<file path="config.mk">
export PLATFORM = sky130hd
export DESIGN_NAME = adc_dev_flat
export DESIGN_NICKNAME = d
export VERILOG_FILES = /design/src/rtl/adc_link_pkg.sv /design/src/rtl/adc_link_if.sv /design/src/rtl/adc_dev.sv /design/src/flat_wrapper.sv
export VERILOG_INCLUDE_DIRS = /design/src /design/src/rtl
export SDC_FILE = /design/constraint.sdc
export NUM_CORES = 1
export LEC_CHECK = 0
export ABC_CLOCK_PERIOD_IN_PS = 3500
export BUFFER_PORTS_ARGS = -buffer_cell sky130_fd_sc_hd__buf_2
export CORE_MARGIN = 2
export CORE_UTILIZATION = 30
export DETAILED_ROUTE_END_ITERATION = 6
export GPL_ROUTABILITY_DRIVEN = 0
export SYNTH_ARGS = -nofsm -noshare
export SYNTH_HDL_FRONTEND = slang
export SYNTH_SLANG_ARGS = --single-unit
</file>
<file path="constraint.sdc">
create_clock -name sys_clk -period 3.5 [get_ports sys_clk]
set_clock_uncertainty 0.05 [all_clocks]
set_input_delay 0.35 -clock sys_clk [delete_from_list [all_inputs] [get_ports sys_clk]]
set_output_delay 0.35 -clock sys_clk [all_outputs]
set_load 0.01 [all_outputs]
</file>
<file path="src/rtl/adc_link_map.svh">
// constants for the converter serial link and its controller
`ifndef ADC_LINK_MAP_SVH
`define ADC_LINK_MAP_SVH

// instruction groups, op = {DI5, DI6, DI7} when DI4 is high
`define ADC_OP_AUTOCAL   3'h0
`define ADC_OP_AUTOZERO  3'h1
`define ADC_OP_PWRUP     3'h2
`define ADC_OP_PWRDN     3'h3
`define ADC_OP_STATUS    3'h4
`define ADC_OP_SIGN      3'h5
`define ADC_OP_ACQ       3'h6
`define ADC_OP_MODE      3'h7
`define ADC_INS_BITS     5'h08

// word lengths without sign
`define ADC_LEN_8        5'h08
`define ADC_LEN_12       5'h0c
`define ADC_LEN_16       5'h10

// acquisition windows in conversion clocks
`define ADC_ACQ_6        16'h0006
`define ADC_ACQ_10       16'h000a
`define ADC_ACQ_18       16'h0012
`define ADC_ACQ_34       16'h0022
`define ADC_ACQ_RST      2'h1
`define ADC_CONV_CCLKS   16'h000d

// link idle levels {sclk, cs_b, conv_b, sleep_pin, serial_cmd_in}
`define ADC_LINK_IDLE    5'h0c

// controller register offsets
`define HOST_REG_CMD     8'h00
`define HOST_REG_STAT    8'h04
`define HOST_REG_CTRL    8'h08

// controller command register fields
`define HOST_CMD_CNT_LSB 8
`define HOST_CMD_CONV    16
`define HOST_CMD_KEEP    17

`endif

</file>
<file path="src/rtl/adc_link_pkg.sv">
// types shared by both ends of the converter serial link
`default_nettype none
package adc_link_pkg;
    typedef enum logic [1:0] {
        FMT_8  = 2'b00,
        FMT_12 = 2'b01,
        FMT_16 = 2'b10
    } fmt_e;

    typedef enum logic [1:0] {
        CV_IDLE = 2'b00,
        CV_ACQ  = 2'b01,
        CV_RUN  = 2'b10,
        CV_CAL  = 2'b11
    } cv_state_e;

    typedef enum logic [1:0] {
        HS_IDLE  = 2'b00,
        HS_WAIT  = 2'b01,
        HS_SHIFT = 2'b10,
        HS_TAIL  = 2'b11
    } host_state_e;
endpackage
`default_nettype wire
</file>
<file path="src/rtl/adc_link_if.sv">
// serial link between converter and its controller
`default_nettype none
interface adc_link_if;
    logic sclk;
    logic cs_b;
    logic conv_b;
    logic sleep_pin;
    logic serial_cmd_in;
    logic dout;
    logic eoc;

    modport dev (
        input  sclk,
        input  cs_b,
        input  conv_b,
        input  sleep_pin,
        input  serial_cmd_in,
        output dout,
        output eoc
    );

    modport host (
        output sclk,
        output cs_b,
        output conv_b,
        output sleep_pin,
        output serial_cmd_in,
        input  dout,
        input  eoc
    );
endinterface
`default_nettype wire

</file>
<file path="src/rtl/adc_dev.sv">
// converter end: serial command decode, conversion sequencing, readout
// Overview of operation
// RULE1: power-up defaults: 12+sign, MSB first, acq 10
// RULE2: conv high reads only (code: conv high blocks only conversion starts, other instructions execute); cs high idles
// RULE3: status cal flag high while calibrating
// RULE4: status holds wake, sleep, length, sign, justification
// RULE5: first status read after calibration is garbage
// RULE6: controller stays silent during a conversion
// RULE7: select falling during conversion aborts it
// RULE8: end-of-conversion output marks conversion finished
// RULE9: result shifts out in the next transfer
// RULE10: acquisition and sign instructions start nothing
// RULE11: acquisition window of 6/10/18/34 conversion clocks
// RULE12: conversion instructions reselect channel, start conversion
// RULE13: controller clocks match previously chosen format
// RULE14: clocks per transfer equal output word length
// RULE15: select held low: 13 clocks after power-up
// RULE16: format changes only on conversion or sign
// RULE17: strobed select: short instructions need 8 clocks
// RULE18: status bit 9 high in test mode
// RULE19: pin sleep overrides software wake
// RULE20: one command bit per clock, first first
//
// Local design decisions: the AHB-Lite interface to the registers and the register offsets.
`default_nettype none
`include "adc_link_map.svh"
module adc_dev #(
    parameter int CONVERSION_CLOCK_DIV   = 10,
    parameter int CAL_CCLKS  = 1000,
    parameter int ZERO_CCLKS = 100,
    parameter int WAKE_CCLKS = 100
) (
    // system
    input  wire logic        sys_clk,
    input  wire logic        rst_b,
    // serial link
    adc_link_if.dev          link,
    // analog front end
    input  wire logic [12:0] sample_in,
    output logic      [3:0]  mux_addr,
    output logic             converting,
    output logic             powered
);
    // ========================================================
    // input synchronisers and edges
    logic [4:0] sync1_r;
    logic [4:0] sync2_r;
    logic       sclk_q_r;
    logic       cs_q_r;
    logic       pin_q_r;

    always_ff @(posedge sys_clk or negedge rst_b) begin
        if (!rst_b) begin
            sync1_r  <= `ADC_LINK_IDLE;
            sync2_r  <= `ADC_LINK_IDLE;
            sclk_q_r <= 1'b0;
            cs_q_r   <= 1'b1;
            pin_q_r  <= 1'b0;
        end else begin
            sync1_r  <= {link.sclk, link.cs_b, link.conv_b,
                         link.sleep_pin, link.serial_cmd_in};
            sync2_r  <= sync1_r;
            sclk_q_r <= sync2_r[4];
            cs_q_r   <= sync2_r[3];
            pin_q_r  <= sync2_r[1];
        end
    end

    wire sclk_s    = sync2_r[4];
    wire cs_s      = sync2_r[3];
    wire conv_s    = sync2_r[2];
    wire pin_s     = sync2_r[1];
    wire di_s      = sync2_r[0];
    wire active    = !cs_s;                          // see RULE2
    wire sclk_rise = active && sclk_s && !sclk_q_r;
    wire sclk_fall = active && !sclk_s && sclk_q_r;
    wire cs_rise   = cs_s && !cs_q_r;
    wire cs_fall   = !cs_s && cs_q_r;
    wire pin_fall  = !pin_s && pin_q_r;

    // ========================================================
    // conversion clock enable
    logic [7:0] conversion_clock_cnt_r;
    wire        conversion_clock_en = (conversion_clock_cnt_r == 8'(CONVERSION_CLOCK_DIV - 1));

    always_ff @(posedge sys_clk or negedge rst_b) begin
        if (!rst_b)
            conversion_clock_cnt_r <= 8'h00;
        else
            conversion_clock_cnt_r <= conversion_clock_en ? 8'h00 : conversion_clock_cnt_r + 8'h01;
    end

    // ========================================================
    // configuration and state registers
    adc_link_pkg::fmt_e      fmt_r;
    adc_link_pkg::cv_state_e state_r;
    logic        lsb_r;
    logic        sign_r;
    logic [1:0]  acq_sel_r;
    logic        test_r;
    logic        sw_pd_r;
    logic        src_status_r;
    logic [15:0] cnt_r;
    logic [12:0] result_r;
    logic        eoc_r;
    logic        powered_q_r;
    logic [15:0] wake_cnt_r;
    logic [4:0]  bit_cnt_r;
    logic [7:0]  ins_sr_r;
    logic [16:0] out_sr_r;
    logic        dout_r;
    logic        conv_ok_r;
    logic        cal_dirty_r;

    // ========================================================
    // frame decode
    wire [4:0] base_len = (fmt_r == adc_link_pkg::FMT_8)  ? `ADC_LEN_8 :
                          (fmt_r == adc_link_pkg::FMT_16) ? `ADC_LEN_16 :
                                                            `ADC_LEN_12;
    wire [4:0] exp_len  = base_len + {4'h0, sign_r};  // see RULE14
    wire [7:0] ins_full = (bit_cnt_r < `ADC_INS_BITS) ?
                          {di_s, ins_sr_r[7:1]} : ins_sr_r;  // see RULE20
    wire last_bit = sclk_rise && (bit_cnt_r + 5'h01 == exp_len);  // see RULE15
    wire exec     = last_bit ||
                    (cs_rise && bit_cnt_r >= `ADC_INS_BITS);  // see RULE17
    wire [7:0] exec_ins = last_bit ? ins_full : ins_sr_r;
    wire [3:0] mode     = {exec_ins[4], exec_ins[5], exec_ins[6], exec_ins[7]};
    wire [2:0] op       = mode[2:0];
    wire is_conv  = !mode[3];
    wire is_cal   = mode[3] && (op == `ADC_OP_AUTOCAL ||
                                op == `ADC_OP_AUTOZERO);
    wire pwr_now  = !pin_s && !sw_pd_r;              // see RULE19
    wire idle     = (state_r == adc_link_pkg::CV_IDLE);
    wire cal_busy = (state_r == adc_link_pkg::CV_CAL);
    wire in_conv  = (state_r == adc_link_pkg::CV_ACQ) ||
                    (state_r == adc_link_pkg::CV_RUN);
    wire start_conv = exec && is_conv && conv_ok_r && pwr_now && idle;
    wire start_cal  = exec && is_cal && pwr_now && idle;
    wire abort      = (in_conv && cs_fall) ||        // see RULE7
                      (!idle && !pwr_now);
    wire [15:0] acq_len = (acq_sel_r == 2'h0) ? `ADC_ACQ_6 :
                          (acq_sel_r == 2'h1) ? `ADC_ACQ_10 :
                          (acq_sel_r == 2'h2) ? `ADC_ACQ_18 :
                                                `ADC_ACQ_34;  // see RULE11
    wire adc_link_pkg::fmt_e fmt_dec =
        (exec_ins[6] && !exec_ins[7]) ? adc_link_pkg::FMT_8 :
        (!exec_ins[6] && exec_ins[7]) ? adc_link_pkg::FMT_16 :
                                        adc_link_pkg::FMT_12;

    // ========================================================
    // status and result words, first bit in bit 16
    wire [9:0] status = {test_r, 1'b0, !lsb_r, sign_r,  // see RULE18
                         fmt_r == adc_link_pkg::FMT_16,
                         fmt_r == adc_link_pkg::FMT_12,
                         fmt_r == adc_link_pkg::FMT_8,
                         cal_busy, !powered_q_r,          // see RULE3
                         wake_cnt_r != 16'h0000};         // see RULE4

    function automatic logic [16:0] pack_result(
        input logic [12:0]        r,
        input adc_link_pkg::fmt_e f,
        input logic               lsb,
        input logic               sgn
    );
        logic [15:0] dv;
        logic [16:0] w;
        int          n;
        int          s;
        w = '0;
        s = int'(sgn);
        case (f)
            adc_link_pkg::FMT_8: begin
                dv = {8'h00, r[11:4]};
                n  = int'(`ADC_LEN_8);
            end
            adc_link_pkg::FMT_16: begin
                dv = {{4{r[12]}}, r[11:0]};
                n  = int'(`ADC_LEN_16);
            end
            default: begin
                dv = {4'h0, r[11:0]};
                n  = int'(`ADC_LEN_12);
            end
        endcase
        for (int i = 0; i < 17; i++) begin
            if (lsb) begin
                if (i < n)
                    w[16 - i] = dv[i];
                else if (i == n)
                    w[16 - i] = sgn & r[12];
            end else begin
                if (sgn && i == 0)
                    w[16] = r[12];
                else if (i < n + s)
                    w[16 - i] = dv[n - 1 - i + s];
            end
        end
        return w;
    endfunction

    logic [16:0] status_word;
    always_comb begin
        status_word = '0;
        for (int i = 0; i < 10; i++)
            status_word[16 - i] = status[i];
    end

    always_ff @(posedge sys_clk or negedge rst_b) begin
        if (!rst_b)
            cal_dirty_r <= 1'b0;
        else if (start_cal)
            cal_dirty_r <= 1'b1;
        else if (sclk_rise && bit_cnt_r == 5'h00)
            cal_dirty_r <= 1'b0;
    end

    wire [16:0] load_word = cal_dirty_r  ? {1'b0, cnt_r} :  // see RULE5
                            src_status_r ? status_word :
                            pack_result(result_r, fmt_r, lsb_r, sign_r);

    // ========================================================
    // serial shifting
    always_ff @(posedge sys_clk or negedge rst_b) begin
        if (!rst_b) begin
            bit_cnt_r <= 5'h00;
            ins_sr_r  <= 8'h00;
            conv_ok_r <= 1'b0;
        end else if (cs_rise || last_bit) begin
            bit_cnt_r <= 5'h00;
        end else if (sclk_rise) begin
            bit_cnt_r <= bit_cnt_r + 5'h01;
            ins_sr_r  <= ins_full;                       // see RULE20
            if (bit_cnt_r == 5'h00)
                conv_ok_r <= !conv_s;                    // see RULE2
        end
    end

    always_ff @(posedge sys_clk or negedge rst_b) begin
        if (!rst_b) begin
            out_sr_r <= 17'h00000;
            dout_r   <= 1'b0;
        end else if (bit_cnt_r == 5'h00 && !sclk_rise) begin
            out_sr_r <= load_word;                       // see RULE9
            dout_r   <= load_word[16];
        end else if (sclk_fall) begin
            out_sr_r <= {out_sr_r[15:0], 1'b0};
            dout_r   <= out_sr_r[15];
        end
    end

    // ========================================================
    // configuration updates
    always_ff @(posedge sys_clk or negedge rst_b) begin
        if (!rst_b) begin
            fmt_r        <= adc_link_pkg::FMT_12;        // see RULE1
            lsb_r        <= 1'b0;
            sign_r       <= 1'b1;
            acq_sel_r    <= `ADC_ACQ_RST;
            test_r       <= 1'b0;
            sw_pd_r      <= 1'b0;
            src_status_r <= 1'b0;
            mux_addr     <= 4'h0;
        end else begin
            if (pin_fall)
                sw_pd_r <= 1'b0;
            if (exec) begin
                src_status_r <= mode[3] && op == `ADC_OP_STATUS;
                if (start_conv) begin
                    mux_addr <= exec_ins[3:0];           // see RULE12
                    fmt_r    <= fmt_dec;                 // see RULE16
                    lsb_r    <= exec_ins[5];
                end
                if (mode[3]) begin
                    case (op)                            // see RULE10
                        `ADC_OP_PWRUP: sw_pd_r <= 1'b0;  // see RULE19
                        `ADC_OP_PWRDN: sw_pd_r <= 1'b1;
                        `ADC_OP_SIGN:  sign_r  <= exec_ins[0];
                        `ADC_OP_ACQ:   acq_sel_r <= {exec_ins[0],
                                                     exec_ins[1]};
                        `ADC_OP_MODE:  test_r  <= exec_ins[0];
                        default: ;
                    endcase
                end
            end
        end
    end

    // ========================================================
    // conversion and calibration sequencer
    always_ff @(posedge sys_clk or negedge rst_b) begin
        if (!rst_b) begin
            state_r  <= adc_link_pkg::CV_IDLE;
            cnt_r    <= 16'h0000;
            result_r <= 13'h0000;
        end else if (abort) begin
            state_r <= adc_link_pkg::CV_IDLE;
            cnt_r   <= 16'h0000;
        end else if (start_conv) begin
            state_r <= adc_link_pkg::CV_ACQ;
            cnt_r   <= acq_len;
        end else if (start_cal) begin
            state_r <= adc_link_pkg::CV_CAL;
            cnt_r   <= (op == `ADC_OP_AUTOCAL) ? 16'(CAL_CCLKS) :
                                                 16'(ZERO_CCLKS);
        end else if (conversion_clock_en && !idle) begin
            if (cnt_r > 16'h0001) begin
                cnt_r <= cnt_r - 16'h0001;
            end else begin
                case (state_r)
                    adc_link_pkg::CV_ACQ: begin
                        state_r <= adc_link_pkg::CV_RUN;
                        cnt_r   <= `ADC_CONV_CCLKS;
                    end
                    adc_link_pkg::CV_RUN: begin
                        state_r  <= adc_link_pkg::CV_IDLE;
                        result_r <= sample_in;
                    end
                    default: state_r <= adc_link_pkg::CV_IDLE;
                endcase
            end
        end
    end

    // ========================================================
    // end of conversion and wake tracking
    always_ff @(posedge sys_clk or negedge rst_b) begin
        if (!rst_b) begin
            eoc_r       <= 1'b1;
            powered_q_r <= 1'b1;
            wake_cnt_r  <= 16'h0000;
        end else begin
            eoc_r       <= !in_conv;                     // see RULE8
            powered_q_r <= pwr_now;
            if (!pwr_now)
                wake_cnt_r <= 16'h0000;
            else if (!powered_q_r)
                wake_cnt_r <= 16'(WAKE_CCLKS);
            else if (conversion_clock_en && wake_cnt_r != 16'h0000)
                wake_cnt_r <= wake_cnt_r - 16'h0001;
        end
    end

    assign link.dout  = dout_r;
    assign link.eoc   = eoc_r;
    assign converting = !eoc_r;
    assign powered    = powered_q_r;
endmodule
`default_nettype wire

</file>
<file path="src/flat_wrapper.sv">
// flat-port wrapper written by rule: the top's interface ports become plain ports
module adc_dev_flat 
#(
    parameter int CONVERSION_CLOCK_DIV   = 10,
    parameter int CAL_CCLKS  = 1000,
    parameter int ZERO_CCLKS = 100,
    parameter int WAKE_CCLKS = 100
)
  (sys_clk, rst_b, sample_in, mux_addr, converting, powered, link_sclk, link_cs_b, link_conv_b, link_sleep_pin, link_serial_cmd_in, link_dout, link_eoc);
  adc_link_if link_i ();
  input  wire logic sys_clk;
  input  wire logic rst_b;
  input  wire logic [12:0] sample_in;
  output logic      [3:0] mux_addr;
  output logic converting;
  output logic powered;
  input wire logic [$bits(link_i.sclk)-1:0] link_sclk;
  input wire logic [$bits(link_i.cs_b)-1:0] link_cs_b;
  input wire logic [$bits(link_i.conv_b)-1:0] link_conv_b;
  input wire logic [$bits(link_i.sleep_pin)-1:0] link_sleep_pin;
  input wire logic [$bits(link_i.serial_cmd_in)-1:0] link_serial_cmd_in;
  output wire logic [$bits(link_i.dout)-1:0] link_dout;
  output wire logic [$bits(link_i.eoc)-1:0] link_eoc;
  assign link_i.sclk = link_sclk;
  assign link_i.cs_b = link_cs_b;
  assign link_i.conv_b = link_conv_b;
  assign link_i.sleep_pin = link_sleep_pin;
  assign link_i.serial_cmd_in = link_serial_cmd_in;
  assign link_dout = link_i.dout;
  assign link_eoc = link_i.eoc;
  adc_dev #(.CONVERSION_CLOCK_DIV(CONVERSION_CLOCK_DIV), .CAL_CCLKS(CAL_CCLKS), .ZERO_CCLKS(ZERO_CCLKS), .WAKE_CCLKS(WAKE_CCLKS)) u_core (.sys_clk(sys_clk), .rst_b(rst_b), .link(link_i), .sample_in(sample_in), .mux_addr(mux_addr), .converting(converting), .powered(powered));
endmodule
</file>
==> Word level (Yosys, flattened, before mapping) <==
Index checks and enable logic that the tools add are counted.
{ "op_classes": {"n_div": 0, "n_lt_le_gt_ge": 54, "multipliers": 0, "n_eq_ne": 34, "addsub": 40, "n_bitwise": 6, "muxes": 162, "n_shift": 0, "n_reduce_logical": 70} }
{ "ops": {"columns": ["op", "n"], "rows": [
  ["adder 32 x 2 -> 32 bit", 17],
  ["less-than comparator 32 x 6 -> 1 bit, second input constant", 17],
  ["less-than comparator 5 x 32 -> 1 bit, first input constant", 8],
  ["subtractor 32 x 5 -> 32 bit, second input constant", 8],
  ["two-way mux 16 bit", 13],
  ["less-than comparator 4 x 32 -> 1 bit, first input constant", 4],
  ["subtractor 32 x 4 -> 32 bit, second input constant", 4],
  ["two-way mux 1 bit", 110],
  ["binary-select mux 1 bit (select 4 bit)", 17],
  ["less-than comparator 3 x 32 -> 1 bit, first input constant", 2],
  ["subtractor 32 x 3 -> 32 bit, second input constant", 2],
  ["equality test 4 x 5 -> 1 bit, first input constant", 8],
  ["less-than comparator 4 x 5 -> 1 bit, first input constant", 8],
  ["two-way mux 17 bit", 2],
  ["logical NOT 32 bit", 1],
  ["less-than comparator 1 x 32 -> 1 bit, first input constant", 1],
  ["less-than comparator 2 x 32 -> 1 bit, first input constant", 1],
  ["less-than comparator 6 x 32 -> 1 bit, first input constant", 1],
  ["one-hot mux 16 bit (2 select lines)", 1],
  ["subtractor 16 x 1 -> 16 bit, second input constant", 2],
  ["subtractor 32 x 2 -> 32 bit, second input constant", 1],
  ["subtractor 32 x 6 -> 32 bit, second input constant", 1],
  ["logical AND 1 bit", 27],
  ["two-way mux 8 bit", 3],
  ["45 further kinds", 107]
]} }
{ "totals": {"in_bits": 20, "latchBits": 0, "word_cells": 392, "register_bits": 115, "mem_count": 0, "mem_bits_rw": 0, "output_inout_bits": 8, "mem_bits_ro": 0} }

==> Depth between registers and ports, before layout <==
{ "logic_depth": {"word_depth": 16, "depth_mapped": 11, "depth_no_buf": 11} }

==> Least setup slack after synthesis <==
OpenSTA, ideal clock, no wires.
{ "synth_path": {"path_kind": "reg2reg", "startpoint": "reg u_core.bit_cnt_r[0]", "endpoint": "reg u_core.acq_sel_r[1]", "setup_ns": 0.125, "arrival_time_ns": 2.611, "slack_ns": 0.714, "n_path_buf": 0, "stages_incl_launch_ff": 11, "cell_sequence": "dfrtp_1 ha_1 xor3_2 nor4_4 nand2_2 a21oi_4 mux2_2 inv_1 ha_1 and2_1 mux2_2"} }
{ "synth_via": {"elab_chain_len": 6, "word_cells_on_any_way": 11, "classes_between": "1 x add/sub; 2 x order compare; 2 x eq/ne; 2 x mux; 4 x reduce/logical"} }
{ "synth_rtl": {"columns": ["element", "line", "text"], "rows": [
  ["start: declaration", "adc_dev.sv:108", "logic [4:0] bit_cnt_r;"],
  ["start signal: assignment", "adc_dev.sv:231", "bit_cnt_r <= bit_cnt_r + 5'h01;"],
  ["adder 5 x 1 -> 5 bit", "adc_dev.sv:123", "wire last_bit = sclk_rise && (bit_cnt_r + 5'h01 == exp_len);"],
  ["equality test 5 bit", "adc_dev.sv:123", null],
  ["logical AND 1 bit", "adc_dev.sv:123", null],
  ["two-way mux 8 bit", "adc_dev.sv:126", "wire [7:0] exec_ins = last_bit ? ins_full : ins_sr_r;"],
  ["equality test 3 bit", "adc_dev.sv:274", "case (op)"],
  ["AND reduction 3 bit (no line)", null, null],
  ["end signal: assignment", "adc_dev.sv:258", "acq_sel_r <= `ADC_ACQ_RST;"],
  ["end signal: assignment", "adc_dev.sv:278", "`ADC_OP_ACQ: acq_sel_r <= {exec_ins[0],"],
  ["end: declaration", "adc_dev.sv:99", "logic [1:0] acq_sel_r;"]
]} }
Several ways; a longest one is shown, not always the timed one.
A chain may end at the register's enable or synchronous reset.

==> Final worst setup path <==
{ "layout_path": {"startpoint": "reg u_core.bit_cnt_r[0]", "endpoint": "reg u_core.result_r[6]"} }
{ "layout_via": {"elab_chain_len": 12, "word_cells_on_any_way": 24, "classes_between": "1 x add/sub; 2 x order compare; 2 x eq/ne; 2 x mux; 2 x bitwise; 15 x reduce/logical"} }
{ "layout_rtl": {"columns": ["element", "line", "text"], "rows": [
  ["adder 5 x 1 -> 5 bit", "adc_dev.sv:123", null],
  ["equality test 5 bit", "adc_dev.sv:123", null],
  ["logical AND 1 bit", "adc_dev.sv:123", null],
  ["two-way mux 8 bit", "adc_dev.sv:126", null],
  ["equality test 3 x 1 -> 1 bit (no line) or logical NOT 3 bit (tied branches)", null, null],
  ["logical OR 1 bit (no line)", null, null],
  ["logical AND 1 bit", "adc_dev.sv:130", "wire is_cal = mode[3] && (op == `ADC_OP_AUTOCAL ||"],
  ["logical AND 1 bit (3 in a row)", "adc_dev.sv:138", "wire start_cal = exec && is_cal && pwr_now && idle;"],
  ["inverter 1 bit (no line)", null, null],
  ["AND reduction 6 bit (no line) *", null, null],
  ["end signal: assignment", "adc_dev.sv:316", "result_r <= sample_in;"],
  ["end: declaration", "adc_dev.sv:104", "logic [12:0] result_r;"]
]} }
Mark *: on every way between the ends. The rest lies on a longest branch, timed or not.

==> impl_metrics.yaml <==
cts:
  cts.sink_count: 115
  cts-root-buf: "clkbuf_16"
  htree_levels: 4
  cts_buffers: 17
  insertion_delay_ns: 0.42
  cts_resized: 0
  cts_buffer_depth: 2
  clkTransAtPathRegs_ns: 0.05
  cts_tree: "done"
  post_cts_buffers: 0
outcome:
  status: "finished clean"
routing:
  vias: 5262
  wl_met3_um: 785
  wl_met2_um: 6960
  wl_met1_um: 7960
  drcViolationCount: 0
  drtPass1Iterations: 5
  wl_um: 16100
  vias_per_cell: 5.24
  drt_iter0_drc: 422
  routedWlPerCell_um: 16.0
  routed.top_layer: "met4"
  drtAntennaViolNets: 0
global_route:
  grt_overflow: 0
  grt_pass1_vias: 5055
  antenna_found_initial: 0
  grt_max_degree: 61
  grt_usage: 0.142
  grt_first_pass_wirelength_um: 26700
synth:
  synth_compound_area_frac: 0.151
  synth-edff-count: 0
  ys_types: 76
  synth_warnings: 0
  ys_ff_latch: 115
  syn_area_sq_um: 6660
  synth_top_family_by_area: "simple AND/OR/NAND/NOR gates"
  synth_top_cell_by_area: "dfrtp_1"
  syn-instance-count: 679
  synth-xor-area-share: 0.0380
  synthTopCellsByCount: "dfrtp_1, nand2_1, nor2_1"
  syn_nets: 718
  async_flop_share: 1.00
  ys_seq_area_frac: 0.434
  synth.top_cell.area_share: 0.395
  yosysMostFrequentCell: "dfrtp_1"
  synth.area.top_cells: "dfrtp_1, nand2_1, mux2_2, dfstp_2, ha_1"
  synth-simple-area-share: 0.186
  avgSynthCellArea_sq_um: 9.81
  synth_ff_type: "dfrtp_1"
  synth-adder-area-share: 0.0357
  synthMuxAreaShare: 0.115
setup_path:
  worstPathCellList: "ha_1 -> nand3_1 -> xnor2_1 -> or3_1 -> a21boi_2 -> o21a_1 -> or3_1 -> nor2_4 -> mux2_2"
  required_ns: 3.75
  rr_endpoint: "u_core.result_r[6]"
  reg2reg_slack_ns: 0.31
  critPathArrivalTime_ns: 3.44
  start_kind: "flop"
  r2r_start: "u_core.bit_cnt_r[0]"
  cp_common_cell: "or3_1"
  path_buf_inv: 0
  cp_slowest_cell: "or3_1"
  cp_slowest_stage_delay_ns: 0.53
  crit_path_start: "u_core.bit_cnt_r[0]"
  path_depth: 9
  cp-endpoint: "u_core.result_r[6]"
  path_class: "reg2reg"
  r2r_cells: 9
  crit_fanout: 13
  crit_family: "simple AND/OR/NAND/NOR gates"
  end_kind: "flop"
floorplan:
  rows: 54
  start_util: 0.305
  ios: 28
  die_h_um: 153
  die-area_sq_um: 23400
  die_w_um: 153
  core_area_sq_um: 21800
placed_design:
  dp_slack_ns: 0.366
  port_buffers: 27
  detailed_place_hpwl_um: 11300
  placed_area_sq_um: 7080
timing:
  slew_violations: 0
  max_slew.worst_pin.slew_ns: 0.861
  finalHoldViolCount: 0
  rsz0062_at_grt: "no"
  timing.final.crit_share: 0.910
  period_needed_ns: 3.19
  fin_ws_ns: 0.314
  slew-limit-headroom: 0.426
  setup_tns_ns: 0
  setup_violations: 0
  max_freq_mhz: 314
min_path:
  holdCritPathClass: "in2reg"
power_and_ir_drop:
  leakagePower_nw: 3.39
  power.density_nw_per_um2: 482
  vdd_drop_max_v: 0.000287
finish:
  fill_cells: 2185
  drive_above_1_share: 0.192
  area_delta_synth_final_pct: 17.1
  final_cell_area_sq_um: 7790
  nets: 750
  antenna_cells: 0
  fin_util: 0.357
flow_run:
  drv_cap: 0
[cells in the final DEF, fill, tap and decap left out, drive strengths merged, types with 12 or more instances in the layout]
cell type	count
dfrtp	105
nand2	89
nor2	54
a21oi	41
buf	41
mux2	34
o21ai	30
inv	22
clkbuf	22
mux2i	21
ha	19
nand3	18
nor3	17
xor2	14
a31oi	14
xnor2	12
or3	12
[flip-flops by register name (all words and copies together) (netlist names), 2 cells and up]
register and flops:
u_core.mux_addr 4, u_core.result_r 13, u_core.state_r 2, u_core.sync2_r 5, u_core.sync1_r 5, u_core.out_sr_r 16, u_core.conversion_clock_cnt_r 8, u_core.cnt_r 16
u_core.ins_sr_r 8, u_core.wake_cnt_r 16, u_core.bit_cnt_r 5, u_core.acq_sel_r 2, u_core.fmt_r 2
[layout make-up]
type / instances / area, sq um / area share
inverter: 23 / 86.3 / 0.0111
multi-input combinational: 507 / 3500 / 0.449
timing repair buffer: 47 / 315 / 0.0404
tap: 280 / 350 / 0.0449
clock inverter: 10 / 179 / 0.0230
sequential: 115 / 2890 / 0.371
clock buffer: 22 / 474 / 0.0608
[power by group]
group / leakage (nW) / internal [W] / switching, W
Combinational: 1.55 / 0.000138 / 0.000186
Sequential: 1.51 / 0.00142 / 0.0000797
Clock: 0.324 / 0.00132 / 0.000622
Total: 3.39 / 0.00287 / 0.000887
[logic make-up (layout without fill, tap and decap cells)]
| family | count (synthesis) | in the layout |
|---|---|---|
| xor gates and xnor gates | 27 | 27 |
| muxes | 61 | 61 |
| adders and majority gates | 19 | 19 |
| buffers and inverters | 57 | 102 |
| AOI/OAI and AO/OA | 153 | 153 |
| and+or+nand+nor | 247 | 247 |
| DFF | 115 | 115 |
[worst reg2reg max path, stage by stage (launching register included)]
cell      delay [ns]
dfrtp_1         0.44
ha_1            0.25
nand3_1         0.11
xnor2_1         0.23
or3_1           0.24
a21boi_2        0.08
o21a_1          0.25
or3_1           0.53
nor2_4          0.49
mux2_2          0.40
[worst min path at each step]
stage          slack [ns]                   to  cells past startpoint         startpoint
2_1_floorplan       0.004  u_core.acq_sel_r[1]                      0              rst_b
3_3_place_gp         0.28    u_core.sync2_r[0]                      0  u_core.sync1_r[0]
3_5_place_dp         0.29    u_core.sync2_r[0]                      0  u_core.sync1_r[0]
4_1_cts               0.1  u_core.result_r[11]                      2      sample_in[11]
5_1_grt              0.10  u_core.result_r[11]                      2      sample_in[11]
6_report             0.11  u_core.result_r[11]                      2      sample_in[11]
[through the flow]
step / instances / hold slack, ns / total power (W)
6_report: 1004 / 0.113 / 0.00376
5_1_grt: 1004 / 0.102 / 0.00390
2_1_floorplan: 679 / 0.00441 / 0.00171
3_3_place_gp: 966 / 0.283 / 0.00183
4_1_cts: 1004 / 0.0973 / 0.00380
3_5_place_dp: 966 / 0.287 / 0.00184
[layer usage]
layer	vias up	GRT usage
li1	2521	-
met1	2582	0.205
met2	137	0.204
met3	22	0.0360
met4	0	0.0542
met5	-	0
[what timing repair did]
item                                   4_1_cts  5_1_grt
setup endpoints to repair                    0        0
hold buffers                                 6        0
endpoints found under the hold margin       55        0
Note: power is estimated with default switching activity, not from simulation.
